$ cat config.mk
export PLATFORM = sky130hd
export DESIGN_NAME = serial_latch_load_port
export DESIGN_NICKNAME = d
export VERILOG_FILES = /design/src/serial_latch_load_pkg.sv /design/src/latch_word_fifo.sv /design/src/serial_latch_load_port.sv
export VERILOG_INCLUDE_DIRS = /design/src
export SDC_FILE = /design/constraint.sdc
export NUM_CORES = 1
export LEC_CHECK = 0
export BUFFER_PORTS_ARGS = -buffer_cell sky130_fd_sc_hd__buf_2
export CELL_PAD_IN_SITES_DETAIL_PLACEMENT = 0
export CELL_PAD_IN_SITES_GLOBAL_PLACEMENT = 1
export CORE_ASPECT_RATIO = 0.75
export CORE_MARGIN = 3
export CORE_UTILIZATION = 40
export CTS_CLUSTER_DIAMETER = 60
export DETAILED_ROUTE_END_ITERATION = 12
export PLACE_DENSITY_LB_ADDON = 0.12
export SYNTH_ARGS = -nofsm -noshare
export SYNTH_HDL_FRONTEND = slang
export SYNTH_HIERARCHICAL = 1
export SYNTH_SLANG_ARGS = --single-unit
export TNS_END_PERCENT = 1
$ cat constraint.sdc
create_clock -name sys_clk -period 3.5 [get_ports sys_clk]
set_input_delay 0 -clock sys_clk [delete_from_list [all_inputs] [get_ports sys_clk]]
set_output_delay 0 -clock sys_clk [all_outputs]
set_load 0.01 [all_outputs]
$ cat src/serial_latch_load_map.svh
// constants for the serial latch load port: widths, fields, addresses, timing
`ifndef SERIAL_LATCH_LOAD_MAP_SVH
`define SERIAL_LATCH_LOAD_MAP_SVH

`define WORD_W 24
`define FIFO_DEPTH 4
`define ADDR_W 2
`define ADDR_REF 2'h0
`define ADDR_FB 2'h1
`define ADDR_FUNC 2'h2
`define ADDR_INIT 2'h3
`define MUX_LSB 4
`define MUX_W 3
`define MUX_ZERO 3'h0
`define MUX_LOCK 3'h1
`define MUX_CNT_RST 3'h2
`define MUX_PWR_DN 3'h3
`define LATCH_RESET 24'h00_0000
`define SYS_CLK_MHZ 25
`define RST_PULSE_NS 160
`define RST_PULSE_CYC ((`RST_PULSE_NS * `SYS_CLK_MHZ + 999) / 1000)

`endif

$ cat src/serial_latch_load_pkg.sv
// types shared by the serial latch load port
`default_nettype none
package serial_latch_load_pkg;
  // drain side sequencing, one-hot
  typedef enum logic [1:0] {
    DRAIN_IDLE = 2'b01,
    DRAIN_PULSE = 2'b10
  } drain_state_type;
endpackage
`default_nettype wire

$ cat src/latch_word_fifo.sv
// small word fifo between the serial capture and the latch writer
`default_nettype none
module latch_word_fifo #(
  parameter int WIDTH = 24,
  parameter int DEPTH = 4
) (
  input wire logic sys_clk, // system clock
  input wire logic rst, // async reset, active high
  input wire logic in_valid, // word offered
  output logic in_ready, // room for a word
  input wire logic [WIDTH-1:0] in_data, // offered word
  output logic out_valid, // word waiting
  input wire logic out_ready, // drain takes word
  output logic [WIDTH-1:0] out_data // oldest word
);
  localparam int AW = $clog2(DEPTH);
  logic [WIDTH-1:0] mem_q [DEPTH]; // word storage
  logic [AW:0] wr_q; // write pointer, extra wrap bit
  logic [AW:0] rd_q; // read pointer, extra wrap bit
  wire full_w = (wr_q[AW] != rd_q[AW]) && (wr_q[AW-1:0] == rd_q[AW-1:0]);
  wire empty_w = (wr_q == rd_q);
  wire push_w = in_valid && in_ready;
  wire pop_w = out_valid && out_ready;

  assign in_ready = !full_w;
  assign out_valid = !empty_w;
  assign out_data = mem_q[rd_q[AW-1:0]];

  // storage needs no reset; it is only read behind the pointers
  always_ff @(posedge sys_clk) begin
    if (push_w) begin
      mem_q[wr_q[AW-1:0]] <= in_data;
    end
  end

  // pointers
  always_ff @(posedge sys_clk or posedge rst) begin
    if (rst) begin
      wr_q <= '0;
      rd_q <= '0;
    end else begin
      if (push_w) wr_q <= wr_q + 1'b1;
      if (pop_w) rd_q <= rd_q + 1'b1;
    end
  end

  // occupancy never passes the depth, so the full flag stops pushes in time
  fifo_honest_a: assert property (@(posedge sys_clk) disable iff (rst)
    (wr_q - rd_q) <= (AW+1)'(DEPTH))
    else $error("fifo holds more words than its depth");
endmodule // latch_word_fifo
`default_nettype wire

$ cat src/serial_latch_load_port.sv
// three-wire serial latch load port: capture, buffering, latch routing, monitor
`include "serial_latch_load_map.svh"
`default_nettype none

// Contract
// shift data on each serial clock rise, 24 bits
// load strobe rise copies word to latch
// host keeps serial clock at most 20 MHz
// host frames three bytes under low strobe
// host does four setup writes after power-up
// monitor pin shows selected signal, lock included
// power gate input drives power-down state
// two low bits pick destination latch
// shift register keeps working in power-down
// init load resets counters, first fb repeats
module serial_latch_load_port
  import serial_latch_load_pkg::*;
(
  input wire logic sys_clk, // 25 MHz system clock
  input wire logic rst, // async reset, active high
  input wire logic serial_clk, // serial clock pin from host
  input wire logic serial_data, // serial data pin from host
  input wire logic load_strobe, // load strobe pin from host
  input wire logic power_gate, // high runs, low powers down
  input wire logic lock_indicator, // lock detect from the loop
  output logic monitor_output_pin, // selected internal signal
  output logic load_ready, // fifo has room for a strobed word
  output logic [`WORD_W-1:0] ref_latch_q, // reference counter latch
  output logic [`WORD_W-1:0] fb_latch_q, // feedback counter latch
  output logic [`WORD_W-1:0] func_latch_q, // function latch
  output logic [`WORD_W-1:0] init_latch_q, // initialization latch
  output logic counter_reset, // internal counter reset pulse
  output logic power_down // device in power-down
);
  localparam int PULSE_CYC = `RST_PULSE_CYC;
  localparam logic [2:0] PULSE_LAST = 3'(PULSE_CYC - 1);

  // two flop synchronisers, third stage only for edge finding
  logic [2:0] sclk_q; // serial clock sync chain
  logic [1:0] sdat_q; // serial data sync chain
  logic [2:0] le_q; // load strobe sync chain
  logic [1:0] gate_q; // power gate sync chain
  logic [1:0] lock_q; // lock indicator sync chain
  logic [`WORD_W-1:0] shift_q; // input shift register
  logic arm_q; // first fb load after init still pending
  logic [2:0] pulse_cnt_q; // cycles left in reset pulse
  drain_state_type state_q; // drain sequencer
  drain_state_type state_d; // next drain state
  logic pd_q; // registered power-down
  logic mon_q; // registered monitor output

  // fifo wiring
  logic fifo_out_valid; // a word is waiting
  logic [`WORD_W-1:0] fifo_out_data; // waiting word

  function automatic logic addr_is(input logic [`WORD_W-1:0] w, input logic [1:0] a);
    return w[`ADDR_W-1:0] == a;
  endfunction

  // edges of the sampled pins
  wire sclk_rise = sclk_q[1] && !sclk_q[2];
  wire le_rise = le_q[1] && !le_q[2];
  // drain stalls during the reset pulse so fifo back-pressure is real
  wire drain_ready = (state_q == DRAIN_IDLE);
  wire pop = fifo_out_valid && drain_ready;
  wire pop_ref = pop && addr_is(fifo_out_data, `ADDR_REF);
  wire pop_fb = pop && addr_is(fifo_out_data, `ADDR_FB);
  wire pop_func = pop && addr_is(fifo_out_data, `ADDR_FUNC);
  wire pop_init = pop && addr_is(fifo_out_data, `ADDR_INIT);
  wire start_pulse = pop_init || (pop_fb && arm_q);
  wire [`MUX_W-1:0] mux_sel = func_latch_q[`MUX_LSB +: `MUX_W];
  // monitor source select; unknown codes show a quiet low
  wire mon_d = (mux_sel == `MUX_LOCK) ? lock_q[1] :
               (mux_sel == `MUX_CNT_RST) ? counter_reset :
               (mux_sel == `MUX_PWR_DN) ? pd_q : 1'b0;

  assign counter_reset = (state_q == DRAIN_PULSE);
  assign power_down = pd_q;
  assign monitor_output_pin = mon_q;

  // synchronisers for every pin from the host or the loop
  always_ff @(posedge sys_clk or posedge rst) begin
    if (rst) begin
      sclk_q <= '0;
      sdat_q <= '0;
      le_q <= 3'h7; // idle high, so release of reset shows no false strobe rise
      gate_q <= '0;
      lock_q <= '0;
    end else begin
      sclk_q <= {sclk_q[1:0], serial_clk};
      sdat_q <= {sdat_q[0], serial_data};
      le_q <= {le_q[1:0], load_strobe};
      gate_q <= {gate_q[0], power_gate};
      lock_q <= {lock_q[0], lock_indicator};
    end
  end

  // shift register runs regardless of power-down
  always_ff @(posedge sys_clk or posedge rst) begin
    if (rst) begin
      shift_q <= `LATCH_RESET;
    end else if (sclk_rise) begin
      shift_q <= {shift_q[`WORD_W-2:0], sdat_q[1]};
    end
  end

  // strobed words queue here; a strobe with no room is dropped
  latch_word_fifo #(
    .WIDTH(`WORD_W),
    .DEPTH(`FIFO_DEPTH)
  ) u_fifo (
    .sys_clk(sys_clk),
    .rst(rst),
    .in_valid(le_rise),
    .in_ready(load_ready),
    .in_data(shift_q),
    .out_valid(fifo_out_valid),
    .out_ready(drain_ready),
    .out_data(fifo_out_data)
  );

  // latch writes; init also carries the function settings
  always_ff @(posedge sys_clk or posedge rst) begin
    if (rst) begin
      ref_latch_q <= `LATCH_RESET;
      fb_latch_q <= `LATCH_RESET;
      func_latch_q <= `LATCH_RESET;
      init_latch_q <= `LATCH_RESET;
    end else begin
      if (pop_ref) ref_latch_q <= fifo_out_data;
      if (pop_fb) fb_latch_q <= fifo_out_data;
      if (pop_func || pop_init) func_latch_q <= fifo_out_data;
      if (pop_init) init_latch_q <= fifo_out_data;
    end
  end

  // arm after init, disarm on the first fb load
  always_ff @(posedge sys_clk or posedge rst) begin
    if (rst) begin
      arm_q <= 1'b0;
    end else if (pop_init) begin
      arm_q <= 1'b1;
    end else if (pop_fb) begin
      arm_q <= 1'b0;
    end
  end

  // next state of the drain sequencer
  always_comb begin
    state_d = state_q;
    unique case (state_q)
      DRAIN_IDLE: begin
        if (start_pulse) state_d = DRAIN_PULSE;
      end
      DRAIN_PULSE: begin
        if (pulse_cnt_q == 3'h0) state_d = DRAIN_IDLE;
      end
      default: begin
        state_d = DRAIN_IDLE;
      end
    endcase
  end

  // sequencer, pulse length counter, power-down and monitor flops
  always_ff @(posedge sys_clk or posedge rst) begin
    if (rst) begin
      state_q <= DRAIN_IDLE;
      pulse_cnt_q <= 3'h0;
      pd_q <= 1'b1;
      mon_q <= 1'b0;
    end else begin
      state_q <= state_d;
      pulse_cnt_q <= start_pulse ? PULSE_LAST : (pulse_cnt_q - {2'h0, counter_reset});
      pd_q <= !gate_q[1];
      mon_q <= mon_d;
    end
  end

  // checks
  shift_capture_a: assert property (@(posedge sys_clk) disable iff (rst)
    sclk_rise |=> shift_q == {$past(shift_q[`WORD_W-2:0]), $past(sdat_q[1])})
    else $error("serial bit not shifted in");
  strobe_latch_a: assert property (@(posedge sys_clk) disable iff (rst)
    le_rise && load_ready && !fifo_out_valid && drain_ready && shift_q[1:0] == `ADDR_REF
    |=> ##1 ref_latch_q == $past(shift_q, 2))
    else $error("strobed word not latched");
  latch_route_a: assert property (@(posedge sys_clk) disable iff (rst)
    pop_fb |=> fb_latch_q == $past(fifo_out_data) && $stable(ref_latch_q))
    else $error("word routed to wrong latch");
  monitor_lock_a: assert property (@(posedge sys_clk) disable iff (rst)
    mux_sel == `MUX_LOCK && $stable(mux_sel) |=> monitor_output_pin == $past(lock_q[1]))
    else $error("monitor pin not showing lock");
  power_follow_a: assert property (@(posedge sys_clk) disable iff (rst)
    !gate_q[1] |=> power_down)
    else $error("power gate not honoured");
  shift_pd_a: assert property (@(posedge sys_clk) disable iff (rst)
    power_down && sclk_rise |=> shift_q[0] == $past(sdat_q[1]))
    else $error("shift stopped in power-down");
  init_pulse_a: assert property (@(posedge sys_clk) disable iff (rst)
    pop_init |=> counter_reset[*4] ##1 !counter_reset)
    else $error("init reset pulse wrong length");
  fb_once_a: assert property (@(posedge sys_clk) disable iff (rst)
    pop_fb && !arm_q |=> !counter_reset)
    else $error("later fb load pulsed reset");
  init_cov: cover property (@(posedge sys_clk) disable iff (rst) pop_init);
  fb_pulse_cov: cover property (@(posedge sys_clk) disable iff (rst) pop_fb && arm_q);
  fifo_full_cov: cover property (@(posedge sys_clk) disable iff (rst) !load_ready);
  mon_pulse_cov: cover property (@(posedge sys_clk) disable iff (rst)
    mux_sel == `MUX_CNT_RST && counter_reset);
endmodule // serial_latch_load_port
`default_nettype wire

Yosys cells after proc, flatten, opt, wreduce, memory -nomap -nowiden
Memory sizes are Yosys's and may differ from the RTL's.
Index checks and enable logic that the tools add are counted.
{"block": "totals", "word_cells": 66, "rom_bits": 0, "mem_bits_rw": 96, "ff_bits": 146, "mem_count": 1, "out_inout_bits": 100, "inputBits": 7, "latch_bits": 0}
{"memory": "u_fifo.mem_q", "words": 4, "width": 24, "read_ports": 1, "rd_ports_with_merged_regs": 0, "write_ports": 1, "line": "latch_word_fifo.sv:17", "source": "logic [WIDTH-1:0] mem_q [DEPTH];"}
{"block": "classes", "magnitude_cmp": 0, "shift": 0, "add_sub_neg": 3, "mux": 11, "n_reduce_logical": 21, "div": 0, "eq_ne": 13, "bitwise_logic": 0, "multipliers": 0}
{"operator": "logical AND 1 bit", "count": 10}
{"operator": "two-way mux 1 bit", "count": 7}
{"operator": "adder 3 x 1 -> 3 bit (second input constant)", "count": 2}
{"operator": "== test 2 bit (second input constant)", "count": 3}
{"operator": "== test 3 x 2 -> 1 bit (second input constant)", "count": 2}
{"operator": "logical NOT 1 bit", "count": 5}
{"operator": "== test 2 x 1 -> 1 bit (second input constant)", "count": 2}
{"operator": "two-way mux 2 bit", "count": 2}
{"operator": "case mux 2 bit (2 select lines)", "count": 1}
{"operator": "== test 3 x 1 -> 1 bit (second input constant)", "count": 1}
{"operator": "== test 3 bit", "count": 1}
{"operator": "logical NOT 3 bit", "count": 1}
{"operator": "two-way mux 3 bit", "count": 1}
{"operator": "subtractor 3 x 1 -> 3 bit", "count": 1}
{"operator": "== test 2 bit", "count": 1}
{"operator": "logical NOT 2 bit", "count": 1}
{"operator": "logical OR 1 bit", "count": 2}
{"operator": "!= test 2 x 1 -> 1 bit (second input constant)", "count": 1}
{"operator": "!= test 2 bit (second input constant)", "count": 1}
{"operator": "AND reduction 2 bit", "count": 1}
{"operator": "nonzero test 2 bit", "count": 1}
{"operator": "!= test 1 bit", "count": 1}

Longest topological paths before layout
{"block": "depth", "ltp_word": 8, "mapped_depth": 8, "ltp_nobuf": 5}

Modules after synthesis
The synthesis kept the hierarchy.
{"mod": "serial_latch_load_port", "area_each_um2": 5183.7, "seq_area_each_um2": 3509.6, "cells_each": 303, "n_inst": 1}
{"mod": "latch_word_fifo", "area_each_um2": 3960.0, "seq_area_each_um2": 3032.9, "cells_each": 174, "n_inst": 1}

Least setup slack after synthesis
OpenSTA, ideal clock, no wires.
{"block": "synth_path", "kind": "register -> register", "from": "register u_fifo.rd_q[0]", "to": "register fb_latch_q[10]", "setup_ns": 0.125, "slack_ns": 1.238, "n_path_buf": 2, "required_time_ns": 3.375, "period_less_slack_ns": 2.262, "arrival_ns": 2.137, "stages_incl_launch_ff": 6, "cell_sequence": "dfrtp_1 -> buf_6 -> mux4_1 -> nor3b_2 -> buf_6 -> mux2_2"}
{"block": "synth_via", "word_cells_on_any_way": 6, "classes_between": "2 x eq/ne; 3 x reduce/logical; 1 x memory"}
{"element": "from (decl)", "line": "latch_word_fifo.sv:19", "source": "logic [AW:0] rd_q;"}
{"element": "from (signal assigned)", "line": "latch_word_fifo.sv:43", "source": "if (pop_w) rd_q <= rd_q + 1'b1;"}
{"element": "memory (4 x 24 bit)"}
{"element": "via fifo_out_data[1]", "line": "serial_latch_load_port.sv:54", "source": "logic [`WORD_W-1:0] fifo_out_data;"}
{"element": "== test 2 x 1 -> 1 bit", "line": "serial_latch_load_port.sv:57", "source": "return w[`ADDR_W-1:0] == a;"}
{"element": "logical AND 1 bit", "line": "serial_latch_load_port.sv:67", "source": "wire pop_fb = pop && addr_is(fifo_out_data, `ADDR_FB);"}
{"element": "to (signal assigned)", "line": "serial_latch_load_port.sv:126", "source": "fb_latch_q <= `LATCH_RESET;"}
{"element": "to (signal assigned)", "line": "serial_latch_load_port.sv:131", "source": "if (pop_fb) fb_latch_q <= fifo_out_data;"}
{"element": "to (decl)", "line": "serial_latch_load_port.sv:29", "source": "output logic [`WORD_W-1:0] fb_latch_q,"}
The timed path passes the listed nets, and every way through them passes these cells.
A chain may end at the register's enable or synchronous reset.

Worst setup path in the final report
{"block": "layout_path", "from": "register u_fifo.rd_q[0]", "to": "register init_latch_q[18]"}
{"block": "layout_via", "elab_chain_len": 4, "word_cells_on_any_way": 6, "classes_between": "2 x eq/ne; 3 x reduce/logical; 1 x memory"}
{"element": "== test 3 bit", "line": "latch_word_fifo.sv:21", "source": "wire empty_w = (wr_q == rd_q);"}
{"element": "logical NOT 1 bit", "line": "latch_word_fifo.sv:26", "source": "assign out_valid = !empty_w;"}
{"element": "via fifo_out_valid", "line": "serial_latch_load_port.sv:53", "source": "logic fifo_out_valid;"}
{"element": "logical AND 1 bit", "line": "serial_latch_load_port.sv:65", "source": "wire pop = fifo_out_valid && drain_ready;"}
{"element": "logical AND 1 bit", "line": "serial_latch_load_port.sv:69", "source": "wire pop_init = pop && addr_is(fifo_out_data, `ADDR_INIT);"}
{"element": "to (signal assigned)", "line": "serial_latch_load_port.sv:128", "source": "init_latch_q <= `LATCH_RESET;"}
{"element": "to (signal assigned)", "line": "serial_latch_load_port.sv:133", "source": "if (pop_init) init_latch_q <= fifo_out_data;"}
{"element": "to (decl)", "line": "serial_latch_load_port.sv:31", "source": "output logic [`WORD_W-1:0] init_latch_q,"}
The timed path passes the listed nets, and every way through them passes these cells.

==> impl_metrics.sql <==
INSERT INTO impl_metrics (metric_group, metric, value, unit) VALUES
('run_status', 'status', 'complete, no violations', ''),
('drt', 'ant_nets', '0', ''),
('floorplanning', 'rows', '47', ''),
('critical_path', 'crit_type', 'register to register', ''),
('grt', 'grt_usage', '14.83', '%'),
('sta', 'slew_headroom', '47.26', '%'),
('worst_hold_path', 'class_of_the_tightest_hold_or_removal_check', 'primary input to asynchronous set/reset pin', ''),
('pwr', 'power.ir.vdd_worst', '0.4489', 'mV'),
('synth', 'syn_avg_cell_area', '19.17', 'um^2'),
('sta', 'finalMaxSlewViolations', '0', ''),
('placement', 'place_hpwl', '11310', 'um'),
('sta', 'fin_crit_sh', '77.80', '%'),
('floorplanning', 'placeableCoreArea', '22290', 'um^2'),
('pwr', 'cellLeakagePower', '0.004516', 'uW'),
('sta', 'timing.final.setup_violations', '0', ''),
('layout', 'layout.cells.most_common_list', '140 x sky130_fd_sc_hd__dfrtp_1, 106 x sky130_fd_sc_hd__buf_2, 96 x sky130_fd_sc_hd__edfxtp_1', ''),
('floorplanning', 'floorplan.die.height', '136.9', 'um'),
('critical_path', 'ff2ff_path_depth', '5', ''),
('pwr', 'powerDensity', '964.0', 'nW/um^2'),
('clocking', 'clock_tree.root_cell', 'sky130_fd_sc_hd__clkbuf_16', ''),
('grt', 'first_global_vias', '4764', ''),
('critical_path', 'critPathMaxFanout', '26', ''),
('clocking', 'path_clk_slew', '0.06', 'ns'),
('sta', 'timing.clock.skew', '0.01954', 'ns'),
('layout', 'final-seq-area', '6544', 'um^2'),
('floorplanning', 'floorplan.initialDensity', '41.03', '%'),
('synth', 'synth.ff_latch_count', '242', ''),
('drt', 'dr_total_vias', '4590', ''),
('sta', 'finalHoldWorstSlack', '0.01566', 'ns'),
('synth', 'synth_warnings', '6', ''),
('clocking', 'cts_inserted_buffers', '25', ''),
('clocking', 'post_cts.repair.setup_buffers', '0', ''),
('sta', 'setup_tns', '0', 'ns'),
('floorplanning', 'fp.dieW', '180.6', 'um'),
('grt', 'globalRoute.totalOverflow', '0', ''),
('critical_path', 'crit-reg2reg-launch', 'u_fifo/rd_q[0]$_DFFE_PP0P_', ''),
('clocking', 'h-tree-depth', '1', ''),
('critical_path', 'worst_reg2reg_path_endpoint', 'init_latch_q[18]$_DFFE_PP0P_', ''),
('drt', 'drt-initial-drc-count', '284', ''),
('sta', 'hold_viol_final', '0', ''),
('layout', 'n_antenna_cell', '0', ''),
('critical_path', 'setup.reg_to_reg.worst_slack', '0.78', 'ns'),
('floorplanning', 'die-area', '24730', 'um^2'),
('synth', 'post_synthesis_cell_area', '9144', 'um^2'),
('sta', 'layout_min_cycle_time', '2.723', 'ns'),
('grt', 'wire_length_of_the_first_global_routing_pass', '28540', 'um'),
('drt', 'detail_route.vias_per_cell', '4.973', ''),
('critical_path', 'worstPathRequired', '3.88', 'ns'),
('grt', 'antenna_found_initial', '0', ''),
('placement', 'port_buffer_cells', '106', ''),
('layout', 'syn_to_final_growth', '18.42', '%'),
('sta', 'grt_setup_unrepaired', 'no', ''),
('drt', 'remaining_drc_errors', '0', ''),
('drt', 'drt_pre_antenna_iters', '6', ''),
('layout', 'n_fill_cell', '1892', ''),
('clocking', 'worst_skew_pair.late_latency', '0.51', 'ns'),
('drt', 'totalWireLength', '17970', 'um'),
('layout', 'design.final.nets', '624', ''),
('synth', 'synth.yosys.seq_area_share', '71.55', '%'),
('grt', 'grt_start_max_net_pins', '87', ''),
('layout', 'layout.cells.most_common', 'sky130_fd_sc_hd__dfrtp_1', ''),
('synth', 'yosys.cell_types.count', '39', ''),
('clocking', 'tritoncts_clock_tree', 'done', ''),
('sta', 'clock.fmax', '367.2', 'MHz'),
('placement', 'finalWeightedCongestion', '0.6970', ''),
('clocking', 'cts_buffer_depth', '3', ''),
('critical_path', 'timing.critical_path.from_type', 'register', ''),
('critical_path', 'crit_end_category', 'register', ''),
('layout', 'multi_input_comb_area', '2439', 'um^2'),
('drt', 'post_drt_wl_per_cell', '19.47', 'um'),
('layout', 'layout-drive-gt1-share', '47.22', '%'),
('run', 'drv_cap', '0', ''),
('synth', 'synth_cells', '477', ''),
('floorplanning', 'io_pins', '107', ''),
('sta', 'worst_pin_slew', '0.7902', 'ns'),
('critical_path', 'cp_data_arrival_time', '3.10', 'ns'),
('synth', 'postSynthNetCount', '491', ''),
('clocking', 'tritoncts_num_sinks', '242', '');
[flip-flops by register name, indices dropped and copies added (netlist names), 3 cells and up]
name          flops
func_latch_q     24
init_latch_q     24
u_fifo/wr_q       3
le_q              3
ref_latch_q      24
u_fifo/mem_q     96
u_fifo/rd_q       3
fb_latch_q       24
pulse_cnt_q       3
shift_q          24
sclk_q            3
[worst max-delay path, cell delays in order (launching register included)]
cell,delay [ns]
sky130_fd_sc_hd__dfrtp_2,0.69
sky130_fd_sc_hd__xor2_4,0.31
sky130_fd_sc_hd__or3_1,0.23
sky130_fd_sc_hd__and3b_1,0.22
sky130_fd_sc_hd__nand3_2,0.61
sky130_fd_sc_hd__mux2_2,0.53
[cell usage after synthesis, drive strengths merged]
library cell,instances,area [um^2]
nand4b,1,8.760
o31ai,5,37.54
nand3,3,20.02
xnor2,4,35.03
mux2,113,1340
xor2,5,70.08
and2,4,25.02
o2111ai,1,8.760
and3,3,18.77
mux4,24,551.8
buf,15,120.1
clkbuf,3,11.26
a21oi,5,25.02
o211ai,1,7.510
or3,4,30.03
nand2,8,30.03
or2,1,6.260
nor2b,3,18.77
inv,10,37.54
a211oi,2,15.01
o311a,1,10.01
edfxtp,96,2883
ha,7,87.58
nand3b,2,15.01
dfrtp,141,3528
dfstp,5,131.4
o21ai,1,5.000
and2b,1,7.510
nand2b,6,37.54
and3b,1,8.760
nor3b,1,12.51
[power by group]
group	internal, uW	switching [uW]	total (uW)
clock	1370	1020	2390
combinational	1800	1770	3570
sequential	3910	566	4480
total	7080	3350	10400
[metrics by stage]
stage                     std cells  util [%]  instance area [um^2]  setup slack [ns]  power (uW)
final                           923     48.58                 10830            0.7770       10440
after global routing            923     48.58                 10830            0.5571       11080
after CTS                       923     48.58                 10830            0.7032       10610
after detailed placement        871     44.98                 10020            0.7084        8162
after global placement          871     44.98                 10020            0.7744        8044
after floorplan                 477         -                  9148             1.238        6875
[layer usage]
metal	wire, um	global-route usage (%)
met5	0	0
met4	304	3.749
met3	798	2.976
met2	7847	22.01
met1	9020	22.54
[cells by family (layout without fill, tap and decap cells)]
kind of cell	Yosys count	after routing	synth area share, %
buffers and inverters	28	180	1.847
xor gates and xnor gates	9	9	1.150
adders and majority gates	7	7	0.9578
AOI/OAI and AO/OA	16	16	1.190
muxes	137	137	20.69
and+or+nand+nor	38	38	2.614
DFF	242	242	71.55
[what timing repair did]
item / 4_1_cts / 5_1_grt
hold buffers: 6 / 0
endpoints found under the setup margin: 0 / 0
hold endpoints to repair: 148 / 0
gates resized for setup: 0 / 0
[worst max-delay path by stage]
| stage | to | startpoint |
|---|---|---|
| finish | init_latch_q[18]$_DFFE_PP0P_ | u_fifo/rd_q[0]$_DFFE_PP0P_ |
| global placement | init_latch_q[13]$_DFFE_PP0P_ | u_fifo/rd_q[0]$_DFFE_PP0P_ |
| global route | init_latch_q[18]$_DFFE_PP0P_ | u_fifo/rd_q[0]$_DFFE_PP0P_ |
| detailed placement | init_latch_q[6]$_DFFE_PP0P_ | u_fifo/rd_q[0]$_DFFE_PP0P_ |
| floorplan | fb_latch_q[10]$_DFFE_PP0P_ | u_fifo/rd_q[0]$_DFFE_PP0P_ |
| CTS | init_latch_q[18]$_DFFE_PP0P_ | u_fifo/rd_q[0]$_DFFE_PP0P_ |
[cell type report]
cell class	instances	area share, %
Clock buffer	35	6.402
Clock inverter	11	0.4622
Timing Repair Buffer	124	6.402
Inverter	10	0.3813
Tap cell	294	3.397
Multi-Input combinational cell	207	22.52
Sequential cell	242	60.43
Note: power is estimated with default switching activity, not from simulation.
